File: config.mk
export PLATFORM = sky130hd
export DESIGN_NAME = epc_compare
export DESIGN_NICKNAME = d
export VERILOG_FILES = /design/src/rtl/epc_pkg.sv /design/src/rtl/epc_compare.sv
export SDC_FILE = /design/constraint.sdc
export NUM_CORES = 2
export LEC_CHECK = 0
export BUFFER_PORTS_ARGS = -buffer_cell sky130_fd_sc_hd__buf_2
export CORE_ASPECT_RATIO = 1.4
export CORE_MARGIN = 1
export CORE_UTILIZATION = 50
export CTS_CLUSTER_DIAMETER = 40
export CTS_CLUSTER_SIZE = 20
export DETAILED_ROUTE_END_ITERATION = 16
export MAX_ROUTING_LAYER = met4
export PLACE_DENSITY_LB_ADDON = 0.3
export SETUP_SLACK_MARGIN = 0.5
export SYNTH_ARGS = -nofsm -noshare
export SYNTH_HDL_FRONTEND = slang
export SYNTH_SLANG_ARGS = --single-unit
File: constraint.sdc
create_clock -name sys_clk -period 23.9 [get_ports sys_clk]
set_input_delay 1.195 -clock sys_clk [delete_from_list [all_inputs] [get_ports sys_clk]]
set_output_delay 1.195 -clock sys_clk [all_outputs]
set_load 0.05 [all_outputs]
File: src/rtl/epc_pkg.sv
// Purpose: shared constants and carriers for the encoder position compare block
// Assumes: 32-bit signed positions, one 100 MHz clock
// Notes: register offsets are byte addresses on APB
package epc_pkg;
  localparam int unsigned CLK_HZ = 100_000_000;
  localparam int unsigned HOLD_UNIT_NS = 100_000;
  localparam int unsigned HOLD_UNIT_CYC = (HOLD_UNIT_NS * (CLK_HZ / 1_000_000)) / 1000;
  localparam int unsigned TABLE_MAX = 100;
  localparam logic [1:0] MODE_SINGLE = 2'h0;
  localparam logic [1:0] MODE_STEP = 2'h1;
  localparam logic [1:0] MODE_TABLE = 2'h2;
  localparam logic [7:0] A_CTRL = 8'h00;
  localparam logic [7:0] A_STATUS = 8'h04;
  localparam logic [7:0] A_TARGET = 8'h08;
  localparam logic [7:0] A_FIRST = 8'h0C;
  localparam logic [7:0] A_LAST = 8'h10;
  localparam logic [7:0] A_STEP = 8'h14;
  localparam logic [7:0] A_TLEN = 8'h18;
  localparam logic [7:0] A_TSTART = 8'h1C;
  localparam logic [7:0] A_HOLD = 8'h20;
  localparam logic [7:0] A_CUR = 8'h24;
  localparam logic [7:0] A_PPR = 8'h28;
  localparam logic [7:0] A_DPR = 8'h2C;
  localparam logic [7:0] A_GNUM = 8'h30;
  localparam logic [7:0] A_GDEN = 8'h34;
  localparam logic [7:0] A_AXMODE = 8'h38;
  localparam logic [7:0] A_PLIM = 8'h3C;
  localparam logic [7:0] A_NLIM = 8'h40;
  localparam logic [7:0] A_ROTP = 8'h44;
  localparam logic [7:0] A_TBL = 8'h80;
  localparam logic [7:0] A_TBL_END = 8'hFF;
  typedef struct packed {
    logic [31:0] pulses_per_rev;
    logic [31:0] distance_per_rev;
    logic [31:0] gear_num;
    logic [31:0] gear_den;
  } epc_scale_s;
  typedef struct packed {
    logic linear_or_rotary_select;
    logic soft_limit_on;
    logic [31:0] pos_limit;
    logic [31:0] neg_limit;
    logic [31:0] rotary_period;
  } epc_axmode_s;
endpackage

File: src/rtl/epc_compare.sv
// Operation
// - single mode completes when position hits target
// - rising step sequence, done past last target
// - falling step sequence, done past last target
// - current target keeps last used value
// - table mode walks entries, done after last
// - table length up to 100 entries; the APB table window 0x80..0xFF loads only entries 0..31
// - table done flag held, not pulsed
// - count of completed comparisons is presented
// - hardware output driven on match when enabled
// - interrupt number 1..16, zero means none
// - match with assigned number requests interrupt
// - scaling update loads four scaling values
// - mode update loads mode and rotary period
// - mode update loads soft limit and limits
// - output held for width in time or pulses
// - output reacts within five microseconds
// - parameters captured at enable rising edge
//
// Purpose: position compare unit for a local encoder axis
// Assumes: position is a synchronous signed count; edge_pulse marks each encoder pulse
// Notes: APB slave, zero wait state; CTRL bits: 0 enable,2:1 mode,3 hw out en,8:4 irq no,9 hold unit,
//        16 scale update,17 axis mode update (update bits self-clear)
`timescale 1ns/1ns
module epc_compare
  import epc_pkg::*;
#(
  parameter int TABLE_DEPTH = TABLE_MAX
) (
  // clock and reset
  input wire logic sys_clk,
  input wire logic rst,
  // apb
  input wire logic psel,
  input wire logic penable,
  input wire logic pwrite,
  input wire logic [7:0] paddr,
  input wire logic [31:0] pwdata,
  output logic [31:0] prdata,
  output logic pready,
  output logic pslverr,
  // encoder side
  input wire logic [31:0] axis_position,
  input wire logic edge_pulse,
  // outputs
  output logic hw_match_out,
  output logic match_done,
  output logic [6:0] match_count,
  output logic irq_req,
  output logic [4:0] irq_num,
  output epc_scale_s axis_scale,
  output epc_axmode_s axis_mode
);
  typedef enum logic [3:0] {
    EPC_IDLE = 4'b0001,
    EPC_RUN = 4'b0010,
    EPC_DONE = 4'b0100,
    EPC_BAD = 4'b1000
  } epc_state_e;

  epc_state_e st_q;
  logic [31:0] ctrl_q, target_q, first_q, last_q, step_q, hold_q;
  logic [6:0] tlen_q, tstart_q;
  logic [31:0] step_cap_q, last_cap_q;
  logic [6:0] tlen_cap_q;
  logic [31:0] table_q [TABLE_DEPTH];
  epc_scale_s scale_q;
  epc_axmode_s axm_q;
  logic en_q;
  logic [1:0] mode_q;
  logic out_en_q, unit_pulse_q;
  logic [4:0] irq_sel_q;
  logic [15:0] width_q;
  logic [31:0] cur_q;
  logic [6:0] idx_q, cnt_q;
  logic eq_seen_q;
  logic [15:0] hold_cnt_q;
  logic [$clog2(HOLD_UNIT_CYC+1)-1:0] tick_q;
  logic wr, rd, eq, hit, tick;
  logic [31:0] next_step;
  logic step_over;

  assign wr = psel && penable && pwrite;
  assign rd = psel && !penable && !pwrite;
  assign eq = (axis_position == cur_q);
  assign hit = (st_q == EPC_RUN) && eq && !eq_seen_q;
  assign next_step = cur_q + step_cap_q;
  // sequence ends once the next target leaves the range
  assign step_over = $signed(step_cap_q) > 0 ? ($signed(next_step) > $signed(last_cap_q))
                                             : ($signed(next_step) < $signed(last_cap_q));
  assign tick = (tick_q == '0);

  // apb register writes
  always_ff @(posedge sys_clk or posedge rst) begin
    if (rst) begin
      ctrl_q <= 32'h0;
      target_q <= 32'h0;
      first_q <= 32'h0;
      last_q <= 32'h0;
      step_q <= 32'h0;
      hold_q <= 32'h0;
      tlen_q <= 7'h0;
      tstart_q <= 7'h0;
    end else begin
      ctrl_q[17:16] <= 2'h0;
      if (wr) begin
        unique case (paddr)
          A_CTRL: ctrl_q <= pwdata;
          A_TARGET: target_q <= pwdata;
          A_FIRST: first_q <= pwdata;
          A_LAST: last_q <= pwdata;
          A_STEP: step_q <= pwdata;
          A_HOLD: hold_q <= pwdata;
          A_TLEN: tlen_q <= (pwdata > TABLE_DEPTH) ? 7'(TABLE_DEPTH) : pwdata[6:0];
          A_TSTART: tstart_q <= pwdata[6:0];
          default: ;
        endcase
      end
    end
  end

  // table memory, written by the controller
  always_ff @(posedge sys_clk) begin
    if (wr && paddr >= A_TBL && ((paddr - A_TBL) >> 2) < TABLE_DEPTH) begin
      table_q[7'((paddr - A_TBL) >> 2)] <= pwdata;
    end
  end

  // axis configuration updates; caller must have stopped other axis functions first
  always_ff @(posedge sys_clk or posedge rst) begin
    if (rst) begin
      scale_q <= '0;
      axm_q <= '0;
    end else begin
      if (wr) begin
        unique case (paddr)
          A_PPR: scale_q.pulses_per_rev <= pwdata;
          A_DPR: scale_q.distance_per_rev <= pwdata;
          A_GNUM: scale_q.gear_num <= pwdata;
          A_GDEN: scale_q.gear_den <= pwdata;
          A_AXMODE: begin
            axm_q.linear_or_rotary_select <= pwdata[0];
            axm_q.soft_limit_on <= pwdata[1];
          end
          A_PLIM: axm_q.pos_limit <= pwdata;
          A_NLIM: axm_q.neg_limit <= pwdata;
          A_ROTP: axm_q.rotary_period <= pwdata;
          default: ;
        endcase
      end
    end
  end

  // staged values become live only on update strobes, so partial writes never show
  always_ff @(posedge sys_clk or posedge rst) begin
    if (rst) begin
      axis_scale <= '0;
      axis_mode <= '0;
    end else begin
      if (ctrl_q[16] && !en_q) axis_scale <= scale_q;
      if (ctrl_q[17] && !en_q) axis_mode <= axm_q;
    end
  end

  // read mux, reads answer in the access phase with no wait
  always_ff @(posedge sys_clk or posedge rst) begin
    if (rst) begin
      prdata <= 32'h0;
    end else if (rd) begin
      unique case (paddr)
        A_CTRL: prdata <= ctrl_q;
        A_STATUS: prdata <= {22'h0, cnt_q, match_done, en_q, hw_match_out};
        A_TARGET: prdata <= target_q;
        A_FIRST: prdata <= first_q;
        A_LAST: prdata <= last_q;
        A_STEP: prdata <= step_q;
        A_TLEN: prdata <= {25'h0, tlen_q};
        A_TSTART: prdata <= {25'h0, tstart_q};
        A_HOLD: prdata <= hold_q;
        A_CUR: prdata <= cur_q;
        default: prdata <= 32'h0;
      endcase
    end
  end

  always_ff @(posedge sys_clk or posedge rst) begin
    if (rst) begin
      pready <= 1'b0;
      pslverr <= 1'b0;
    end else begin
      pready <= psel && !penable;
      pslverr <= psel && !penable && (paddr > A_ROTP) && (paddr < A_TBL);
    end
  end

  // parameter capture on enable rise only
  always_ff @(posedge sys_clk or posedge rst) begin
    if (rst) begin
      en_q <= 1'b0;
      mode_q <= MODE_SINGLE;
      out_en_q <= 1'b0;
      irq_sel_q <= 5'h0;
      unit_pulse_q <= 1'b0;
      width_q <= 16'h0;
      step_cap_q <= 32'h0;
      last_cap_q <= 32'h0;
      tlen_cap_q <= 7'h0;
    end else begin
      en_q <= ctrl_q[0];
      if (ctrl_q[0] && !en_q) begin
        mode_q <= ctrl_q[2:1];
        out_en_q <= ctrl_q[3];
        irq_sel_q <= (ctrl_q[8:4] > 5'h10) ? 5'h0 : ctrl_q[8:4];
        unit_pulse_q <= ctrl_q[9];
        width_q <= hold_q[15:0];
        // live sequence limits would let a running walk change course
        step_cap_q <= step_q;
        last_cap_q <= last_q;
        tlen_cap_q <= tlen_q;
      end
    end
  end

  // compare sequencer
  always_ff @(posedge sys_clk or posedge rst) begin
    if (rst) begin
      st_q <= EPC_IDLE;
      cur_q <= 32'h0;
      idx_q <= 7'h0;
      cnt_q <= 7'h0;
      eq_seen_q <= 1'b0;
    end else begin
      eq_seen_q <= (st_q == EPC_RUN) && eq;
      unique case (st_q)
        EPC_IDLE: begin
          if (ctrl_q[0] && !en_q) begin
            st_q <= EPC_RUN;
            cnt_q <= 7'h0;
            idx_q <= tstart_q;
            unique case (ctrl_q[2:1])
              MODE_STEP: cur_q <= first_q;
              MODE_TABLE: cur_q <= table_q[tstart_q];
              default: cur_q <= target_q;
            endcase
          end
        end
        EPC_RUN: begin
          if (!ctrl_q[0]) begin
            st_q <= EPC_IDLE;
            cnt_q <= 7'h0;
          end else if (hit) begin
            cnt_q <= cnt_q + 7'h1;
            unique case (mode_q)
              MODE_STEP: begin
                if (step_cap_q == 32'h0 || step_over) st_q <= EPC_DONE;
                else cur_q <= next_step;
              end
              MODE_TABLE: begin
                if (cnt_q + 7'h1 >= tlen_cap_q || idx_q + 7'h1 >= 7'(TABLE_DEPTH)) begin
                  st_q <= EPC_DONE;
                end else begin
                  idx_q <= idx_q + 7'h1;
                  cur_q <= table_q[idx_q + 7'h1];
                end
              end
              default: st_q <= EPC_DONE;
            endcase
          end
        end
        EPC_DONE: begin
          if (!ctrl_q[0]) begin
            st_q <= EPC_IDLE;
            cnt_q <= 7'h0;
          end
        end
        default: st_q <= EPC_IDLE;
      endcase
    end
  end

  always_ff @(posedge sys_clk or posedge rst) begin
    if (rst) begin
      match_done <= 1'b0;
      match_count <= 7'h0;
    end else begin
      match_done <= (st_q == EPC_DONE) && ctrl_q[0];
      match_count <= cnt_q;
    end
  end

  // interrupt request, one pulse per match
  always_ff @(posedge sys_clk or posedge rst) begin
    if (rst) begin
      irq_req <= 1'b0;
      irq_num <= 5'h0;
    end else begin
      irq_req <= hit && (irq_sel_q != 5'h0);
      irq_num <= irq_sel_q;
    end
  end

  // hold timer; counts 0.1 ms ticks or encoder pulses
  always_ff @(posedge sys_clk or posedge rst) begin
    if (rst) begin
      tick_q <= '0;
    end else begin
      tick_q <= (tick || hit) ? ($bits(tick_q))'(HOLD_UNIT_CYC - 1) : tick_q - 1'b1;
    end
  end

  always_ff @(posedge sys_clk or posedge rst) begin
    if (rst) begin
      hw_match_out <= 1'b0;
      hold_cnt_q <= 16'h0;
    end else if (!ctrl_q[0]) begin
      hw_match_out <= 1'b0;
      hold_cnt_q <= 16'h0;
    end else if (hit && out_en_q) begin
      hw_match_out <= 1'b1;
      hold_cnt_q <= width_q;
    end else if (hw_match_out && (unit_pulse_q ? edge_pulse : tick)) begin
      if (hold_cnt_q <= 16'h1) hw_match_out <= 1'b0;
      hold_cnt_q <= hold_cnt_q - 16'h1;
    end
  end
endmodule

Yosys cells after proc, flatten, opt, wreduce, memory -nomap -nowiden
Memories as Yosys holds them, arrays and structs flattened.
Cells that the tools add are included.
Operators by class
  add/sub/neg operators: 7
  $lt $le $gt $ge: 12
  equality and inequality tests: 39
  multiplexer cells: 44
  reductions and logical operators: 51
Operators by type and width (count)
  one-hot mux 32 bit (10 select lines): 1
  one-hot mux 32 bit (2 select lines): 3
  two-way mux 32 bit: 5
  two-way mux 7 bit: 10
  == test 8 x 6 -> 1 bit, second input constant: 8
  two-way mux 16 bit: 3
  two-way mux 18 bit: 2
  AND reduction 2 bit: 17
  adder 32 bit: 1
  == test 32 bit: 1
  == test 8 x 5 -> 1 bit, second input constant: 4
  > comparator 32 x 1 -> 1 bit, second input constant: 1
  > comparator 32 bit: 1
  > comparator 32 x 7 -> 1 bit, second input constant: 1
  logical NOT 32 bit: 1
  less-than comparator 32 bit: 1
  less-than comparator 30 x 7 -> 1 bit, second input constant: 1
  two-way mux 4 bit: 6
  one-hot mux 7 bit (3 select lines): 1
  logical AND 1 bit: 17
  == test 8 x 4 -> 1 bit, second input constant: 2
  == test 8 x 7 -> 1 bit, second input constant: 2
  less-or-equal comparator 16 x 1 -> 1 bit, second input constant: 1
  subtractor 16 x 1 -> 16 bit, second input constant: 1
  38 further kinds: 62
Storage, ports and cells
  register bits after elaboration: 885
  memory bits (writable): 3200
  memories kept: 1
Memories
  table_q: words 100, bits a word 32, rd ports 2, clocked after memory_dff 0, write ports 1, line epc_compare.sv:66  | logic [31:0] table_q [TABLE_DEPTH];

Longest topological paths before layout
  depth in word-level cells: 9
  gate-level depth with buffers: 22
  depth with buffers taken out: 21

Least setup slack after synthesis
No wires, ideal clock.
  path kind: flip-flop to flip-flop
  from: reg cur_q[16]
  to: reg cur_q[11]
  setup time: 0.125 ns
  data arrival time: 5.433 ns
  required time: 23.775 ns
  slack: 18.342 ns
  cell stages (with the launch flop): 20
  buffers on the path: 1
  period minus slack after synthesis: 5.558 ns
  cell sequence: dfrtp_1 > ha_1 > a21o_1 > and2_1 > or2_2 > or3_1 > o211ai_1 > a211oi_1 > or4b_2 > xor2_1 > ha_1 > nand4_1 > or4_1 > o211ai_1 > mux2i_1 > nand4_1 > or2_2 > nand2_1 > buf_2 > mux2_2
Between the ends
  word-level cells in the longest chain between the ends: 6
  elaborated cells between the ends (all ways): 11
  classes of those cells: add/sub (1); order compare (2); eq/ne (3); mux (1); reduce/logical (4)
RTL lines
  from (decl): line epc_compare.sv:74  | logic [31:0] cur_q;
  from (signal assigned): line epc_compare.sv:241  | MODE_STEP: cur_q <= first_q;
  from (signal assigned): line epc_compare.sv:242  | MODE_TABLE: cur_q <= table_q[tstart_q];
  from (signal assigned): line epc_compare.sv:243  | default: cur_q <= target_q;
  adder 32 bit: line epc_compare.sv:87  | assign next_step = cur_q + step_cap_q;
  less-than comparator 32 bit / > comparator 32 bit (equally long branches): line epc_compare.sv:90, epc_compare.sv:89
  two-way mux 1 bit: line epc_compare.sv:89  | assign step_over = $signed(step_cap_q) > 0 ? ($signed(next_step) > $signed(last_cap_q))
  logical OR 1 bit: line epc_compare.sv:255  | if (step_cap_q == 32'h0 || step_over) st_q <= EPC_DONE;
  != test 3 bit (no line)
  AND reduction 7 bit (no line) *
Mark *: on every way between the ends. The rest lies on a longest branch, timed or not.
A chain may end at the register's enable or synchronous reset.

Worst setup path after layout
  from: reg cur_q[8]
  to: reg cur_q[16]
Between the ends
  word-level cells in the longest chain between the ends: 6
  elaborated cells between the ends (all ways): 16
  classes of those cells: add/sub (1); order compare (2); eq/ne (3); mux (6); reduce/logical (4)
RTL lines
  adder 32 bit: line epc_compare.sv:87
  less-than comparator 32 bit, or another cell as far along: line epc_compare.sv:90  | : ($signed(next_step) < $signed(last_cap_q));
  two-way mux 1 bit / one-hot mux 32 bit (2 select lines) (equally long branches): line epc_compare.sv:89, epc_compare.sv:253
  logical OR 1 bit / two-way mux 32 bit (equally long branches): line epc_compare.sv:255, epc_compare.sv:251
  != test 3 bit (no line) / two-way mux 32 bit (equally long branches)
  AND reduction 7 bit (no line) / one-hot mux 32 bit (2 select lines) (equally long branches)
Several ways; a longest one is shown, not always the timed one. The select of a mux whose other input is x is not followed.

==> report_table.html <==
<table>
<tr><th>Metric</th><th>Value</th></tr>
<tr><th colspan="2">Placement</th></tr>
<tr><td>Number of port buffers</td><td>352</td></tr>
<tr><td>GPL Wtd Cong</td><td>0.9785</td></tr>
<tr><td>Total half-perimeter wirelength after legalization and detailed placement</td><td>241.5 mm</td></tr>
<tr><td>Area after detailed placement</td><td>0.1429 mm²</td></tr>
<tr><td>Placed Cells</td><td>11680</td></tr>
<tr><th colspan="2">Route</th></tr>
<tr><td>Post-route ant nets</td><td>0</td></tr>
<tr><td>Via/cell ratio</td><td>6.370</td></tr>
<tr><td>Count of routing violations after the opening detailed-route iteration</td><td>9264</td></tr>
<tr><td>Number of iterations in the first detailed-routing pass</td><td>10</td></tr>
<tr><td>Residual DRC</td><td>0</td></tr>
<tr><td>Detail-routed net length per standard cell</td><td>31.78 µm</td></tr>
<tr><td>DR vias</td><td>77930</td></tr>
<tr><td>Total Wirelength</td><td>388.8 mm</td></tr>
<tr><th colspan="2">Clocking</th></tr>
<tr><td>H-tree depth reported by CTS</td><td>5</td></tr>
<tr><td>Worst-case clock buffer depth</td><td>4</td></tr>
<tr><td>Post-CTS setup buffers</td><td>0</td></tr>
<tr><td>Total of cells resized after clock tree synthesis</td><td>0</td></tr>
<tr><td>Hold buffer count at CTS</td><td>0</td></tr>
<tr><td>Worst skew pair latency</td><td>0.88 ns</td></tr>
<tr><td>Clock root cell</td><td>clkbuf_16</td></tr>
<tr><td>TritonCTS clock tree</td><td>done</td></tr>
<tr><td>Sink count of the clock tree</td><td>2932</td></tr>
<tr><td>Num CTS Buffers</td><td>296</td></tr>
<tr><td>Clock-pin slew on the worst setup and hold paths</td><td>0.07 ns</td></tr>
<tr><th colspan="2">Layout</th></tr>
<tr><td>Post-Layout Cell Count</td><td>12233</td></tr>
<tr><td>Synthesis-to-finish area growth</td><td>14.90%</td></tr>
<tr><td>Final Net Count</td><td>8647</td></tr>
<tr><td>Fin area</td><td>0.1531 mm²</td></tr>
<tr><td>FF+latch area</td><td>0.08365 mm²</td></tr>
<tr><td>Area taken by multi-input logic gates</td><td>0.05126 mm²</td></tr>
<tr><td>Share of the core filled with cells in the final layout</td><td>0.5794</td></tr>
<tr><td>Layout fillers</td><td>19774</td></tr>
<tr><td>Share of layout cells above drive strength 1</td><td>0.3606</td></tr>
<tr><th colspan="2">Setup path</th></tr>
<tr><td>Crit path to</td><td>cur_q[16]</td></tr>
<tr><td>Startpoint type of the worst setup path</td><td>flop</td></tr>
<tr><td>Required time at the worst-slack endpoint</td><td>24.62 ns</td></tr>
<tr><td>Startpoint of the most critical setup path</td><td>cur_q[8]</td></tr>
<tr><td>Peak per-stage delay on the critical path</td><td>0.73 ns</td></tr>
<tr><td>Terminus of the critical flop-to-flop path</td><td>cur_q[16]</td></tr>
<tr><td>Type of the worst setup path</td><td>reg2reg</td></tr>
<tr><td>Internal reg-to-reg setup slack</td><td>16.85 ns</td></tr>
<tr><td>Launching point of the worst reg2reg path</td><td>cur_q[8]</td></tr>
<tr><td>Cell-by-cell trace of the critical path</td><td>ha_1 -&gt; a211oi_1 -&gt; o21ai_0 -&gt; nand3_1 -&gt; nand3_1 -&gt; o211ai_1 -&gt; a211oi_1 -&gt; or4b_2 -&gt; xor2_1 -&gt; ha_1 -&gt; nand4_1 -&gt; or4_1 -&gt; o211ai_1 -&gt; mux2i_1 -&gt; nand4_1 -&gt; or2_2 -&gt; nand2_1 -&gt; buf_4 -&gt; mux2_2</td></tr>
<tr><td>Critical-path cell with the highest stage delay</td><td>or4b_2</td></tr>
<tr><td>Critical Path Fanout Max</td><td>15</td></tr>
<tr><td>CP arrival</td><td>7.78 ns</td></tr>
<tr><td>Sort of element at the end of the critical path</td><td>flop</td></tr>
<tr><td>Path depth of the worst reg2reg path</td><td>19</td></tr>
<tr><th colspan="2">Synth</th></tr>
<tr><td>Gate count of the mapped netlist</td><td>7142</td></tr>
<tr><td>Count of unique library cells instantiated by Yosys</td><td>82</td></tr>
<tr><td>YS warnings</td><td>0</td></tr>
<tr><td>Prevailing post-synth register cell</td><td>edfxtp_1</td></tr>
<tr><td>Cell area after technology mapping</td><td>0.1332 mm²</td></tr>
<tr><td>Number of flops mapped to enable cells by yosys</td><td>2048</td></tr>
<tr><td>Portion of the post-synthesis area used by sequential elements</td><td>0.6276</td></tr>
<tr><td>Async SR Flop Fraction</td><td>0.3015</td></tr>
<tr><td>Synth Register Bits</td><td>2932</td></tr>
<tr><td>Mean instance size in the synthesized netlist</td><td>18.66 µm²</td></tr>
<tr><th colspan="2">STA</th></tr>
<tr><td>Relative slew margins</td><td>0.1339</td></tr>
<tr><td>Final total negative setup slack</td><td>0 ns</td></tr>
<tr><td>Clk_skew</td><td>0.05345 ns</td></tr>
<tr><td>Count of pins over their slew limit</td><td>0</td></tr>
<tr><td>Period utilisation layout</td><td>0.2951</td></tr>
<tr><td>Pin slew with the least headroom to its limit</td><td>1.296 ns</td></tr>
<tr><td>Setup-failing EPs final</td><td>0</td></tr>
<tr><td>Timing-limited maximum frequency</td><td>141.8 MHz</td></tr>
<tr><td>Count of endpoints failing hold in the final timing report</td><td>0</td></tr>
<tr><td>Post-route minimum period</td><td>7.052 ns</td></tr>
<tr><td>Setup repair after global routing missed its margin</td><td>false</td></tr>
<tr><th colspan="2">Flow run</th></tr>
<tr><td>Max-cap violation count</td><td>0</td></tr>
<tr><th colspan="2">Global route</th></tr>
<tr><td>Final global-route overflow total</td><td>0</td></tr>
<tr><td>Largest net degree at the start of global routing</td><td>187</td></tr>
<tr><td>Global-route usage over all layers</td><td>0.2978</td></tr>
<tr><td>Number of antenna violations at the first check in global routing</td><td>25</td></tr>
<tr><td>Via count of the first global-routing pass</td><td>79161</td></tr>
<tr><td>First-pass GRT wire length</td><td>557.8 mm</td></tr>
<tr><th colspan="2">Die</th></tr>
<tr><td>Die X-Extent</td><td>438.3 µm</td></tr>
<tr><td>Standard-cell row count</td><td>223</td></tr>
<tr><td>Area of the core region</td><td>0.2642 mm²</td></tr>
<tr><td>Vertical extent of the die</td><td>612.8 µm</td></tr>
<tr><td>Initial cell density of the core</td><td>0.5043</td></tr>
<tr><td>Die area</td><td>0.2686 mm²</td></tr>
<tr><td>Top-level port count</td><td>353</td></tr>
<tr><th colspan="2">Power</th></tr>
<tr><td>Power Density</td><td>74.50 mW/mm²</td></tr>
<tr><td>Max VDD drop</td><td>0.00006489 V</td></tr>
<tr><td>Standby leakage power</td><td>57.67 nW</td></tr>
<tr><th colspan="2">Hold path</th></tr>
<tr><td>Hold crit path type</td><td>reg2reg</td></tr>
<tr><th colspan="2">Status</th></tr>
<tr><td>Status</td><td>complete, no violations</td></tr>
</table>
==> cell usage in the layout, fill, tap and decap left out, types with 35 or more instances in the layout <==
master     instances
a21oi_1          138
nand2_1          323
edfxtp_1        2048
buf_2            347
dfrtp_1          876
inv_1             68
o21ai_0          130
nor3_1            35
mux2_2           751
a222oi_1          47
nor2_1            98
mux2i_1           68
xor2_1            51
a211oi_1          46
conb_1          1024
ha_1              74
clkbuf_16        307
mux4_2          1263
buf_4            183
nand3_1          102
==> cell families after synthesis <==
logic type               after synthesis  share of synthesized area
AO/OA/AOI/OAI                        593                    0.03026
XOR/XNOR                              90                   0.005916
adder cells (fa/ha/maj)               78                   0.007381
buffers and inverters                585                    0.01970
flip-flops                          2932                     0.6276
multiplexers                        2082                     0.2821
other                                  1                 0.00002814
AND/OR/NAND/NOR                      781                    0.02708
==> power by group <==
part           switching (mW)  total (mW)  internal [mW]
logic                   0.476       0.875          0.399
registers              0.0851        5.71           5.63
clock network            2.18        4.82           2.64
==> worst max-delay path, delay by kind of cell, from the launching register on <==
| kind | cells | cell delay, ns |
|---|---|---|
| xor gates and xnor gates | 1 | 0.19 |
| and+or+nand+nor | 8 | 3.01 |
| AOI/OAI and AO/OA | 5 | 1.44 |
| buffers and inverters | 1 | 0.38 |
| adders and majority gates | 2 | 0.82 |
| muxes | 2 | 0.63 |
| DFF | 1 | 0.44 |
==> metrics by stage <==
stage	power, mW	hold slack, ns	setup slack [ns]
2_1_floorplan	6.367	0.3519	10.55
4_1_cts	11.47	0.4145	16.89
3_5_place_dp	6.684	0.3935	16.91
5_1_grt	11.71	0.4288	16.68
3_3_place_gp	6.656	0.3899	16.80
6_report	11.41	0.4117	16.85
==> metal layers <==
| layer | wire length [µm] | GRT usage |
|---|---|---|
| met1 | 138900 | 0.3639 |
| met4 | 21990 | 0.1440 |
| met3 | 37530 | 0.06233 |
| met5 | 0 | - |
| met2 | 190400 | 0.4744 |
==> area by class of cell <==
class / count / area share
clock buffer: 331 / 0.05136
antenna: 22 / 0.0003596
inverter: 69 / 0.001716
multi-input combinational: 4648 / 0.3348
sequential: 2932 / 0.5464
tap: 3487 / 0.02850
clock inverter: 200 / 0.01473
timing repair buffer: 544 / 0.02215
==> flip-flops by register name (all words and copies together) (netlist names), 14 cells and up <==
register and cells:
axis_mode 98, axis_scale 128, axm_q 98, ctrl_q 32, cur_q 32, first_q 32, hold_cnt_q 16, hold_q 32
last_cap_q 32, last_q 32, prdata 32, scale_q 128, step_cap_q 32, step_q 32, table_q 2048, target_q 32
tick_q 14, width_q 16
==> worst min-delay path by stage <==
stage               cells past startpoint  slack, ns         start        endpoint
finish                                  0       0.41  irq_sel_q[2]      irq_num[2]
floorplan                               0       0.35      cnt_q[2]  match_count[2]
global placement                        0       0.39  irq_sel_q[2]      irq_num[2]
CTS                                     0       0.41  irq_sel_q[2]      irq_num[2]
detailed placement                      0       0.39  irq_sel_q[2]      irq_num[2]
global route                            0       0.43  irq_sel_q[3]      irq_num[3]
==> Yosys cell counts, drive strengths merged, types with 26 or more instances <==
master	instances	share of area
mux2i	68	0.0051
ha	77	0.0072
and3	26	0.0012
dfrtp	883	0.17
o21ai	134	0.0050
mux4	1263	0.21
xnor2	36	0.0024
nor4	32	0.0015
buf	232	0.0098
a222oi	47	0.0035
nor2	135	0.0038
mux2	751	0.063
nand2	325	0.0092
a211oi	46	0.0026
edfxtp	2048	0.46
clkbuf	284	0.0080
xor2	54	0.0035
inv	69	0.0019
nand3	104	0.0039
a21o	30	0.0017
a21oi	138	0.0052
nor3	38	0.0015
Note: power is estimated with default switching activity, not from simulation.
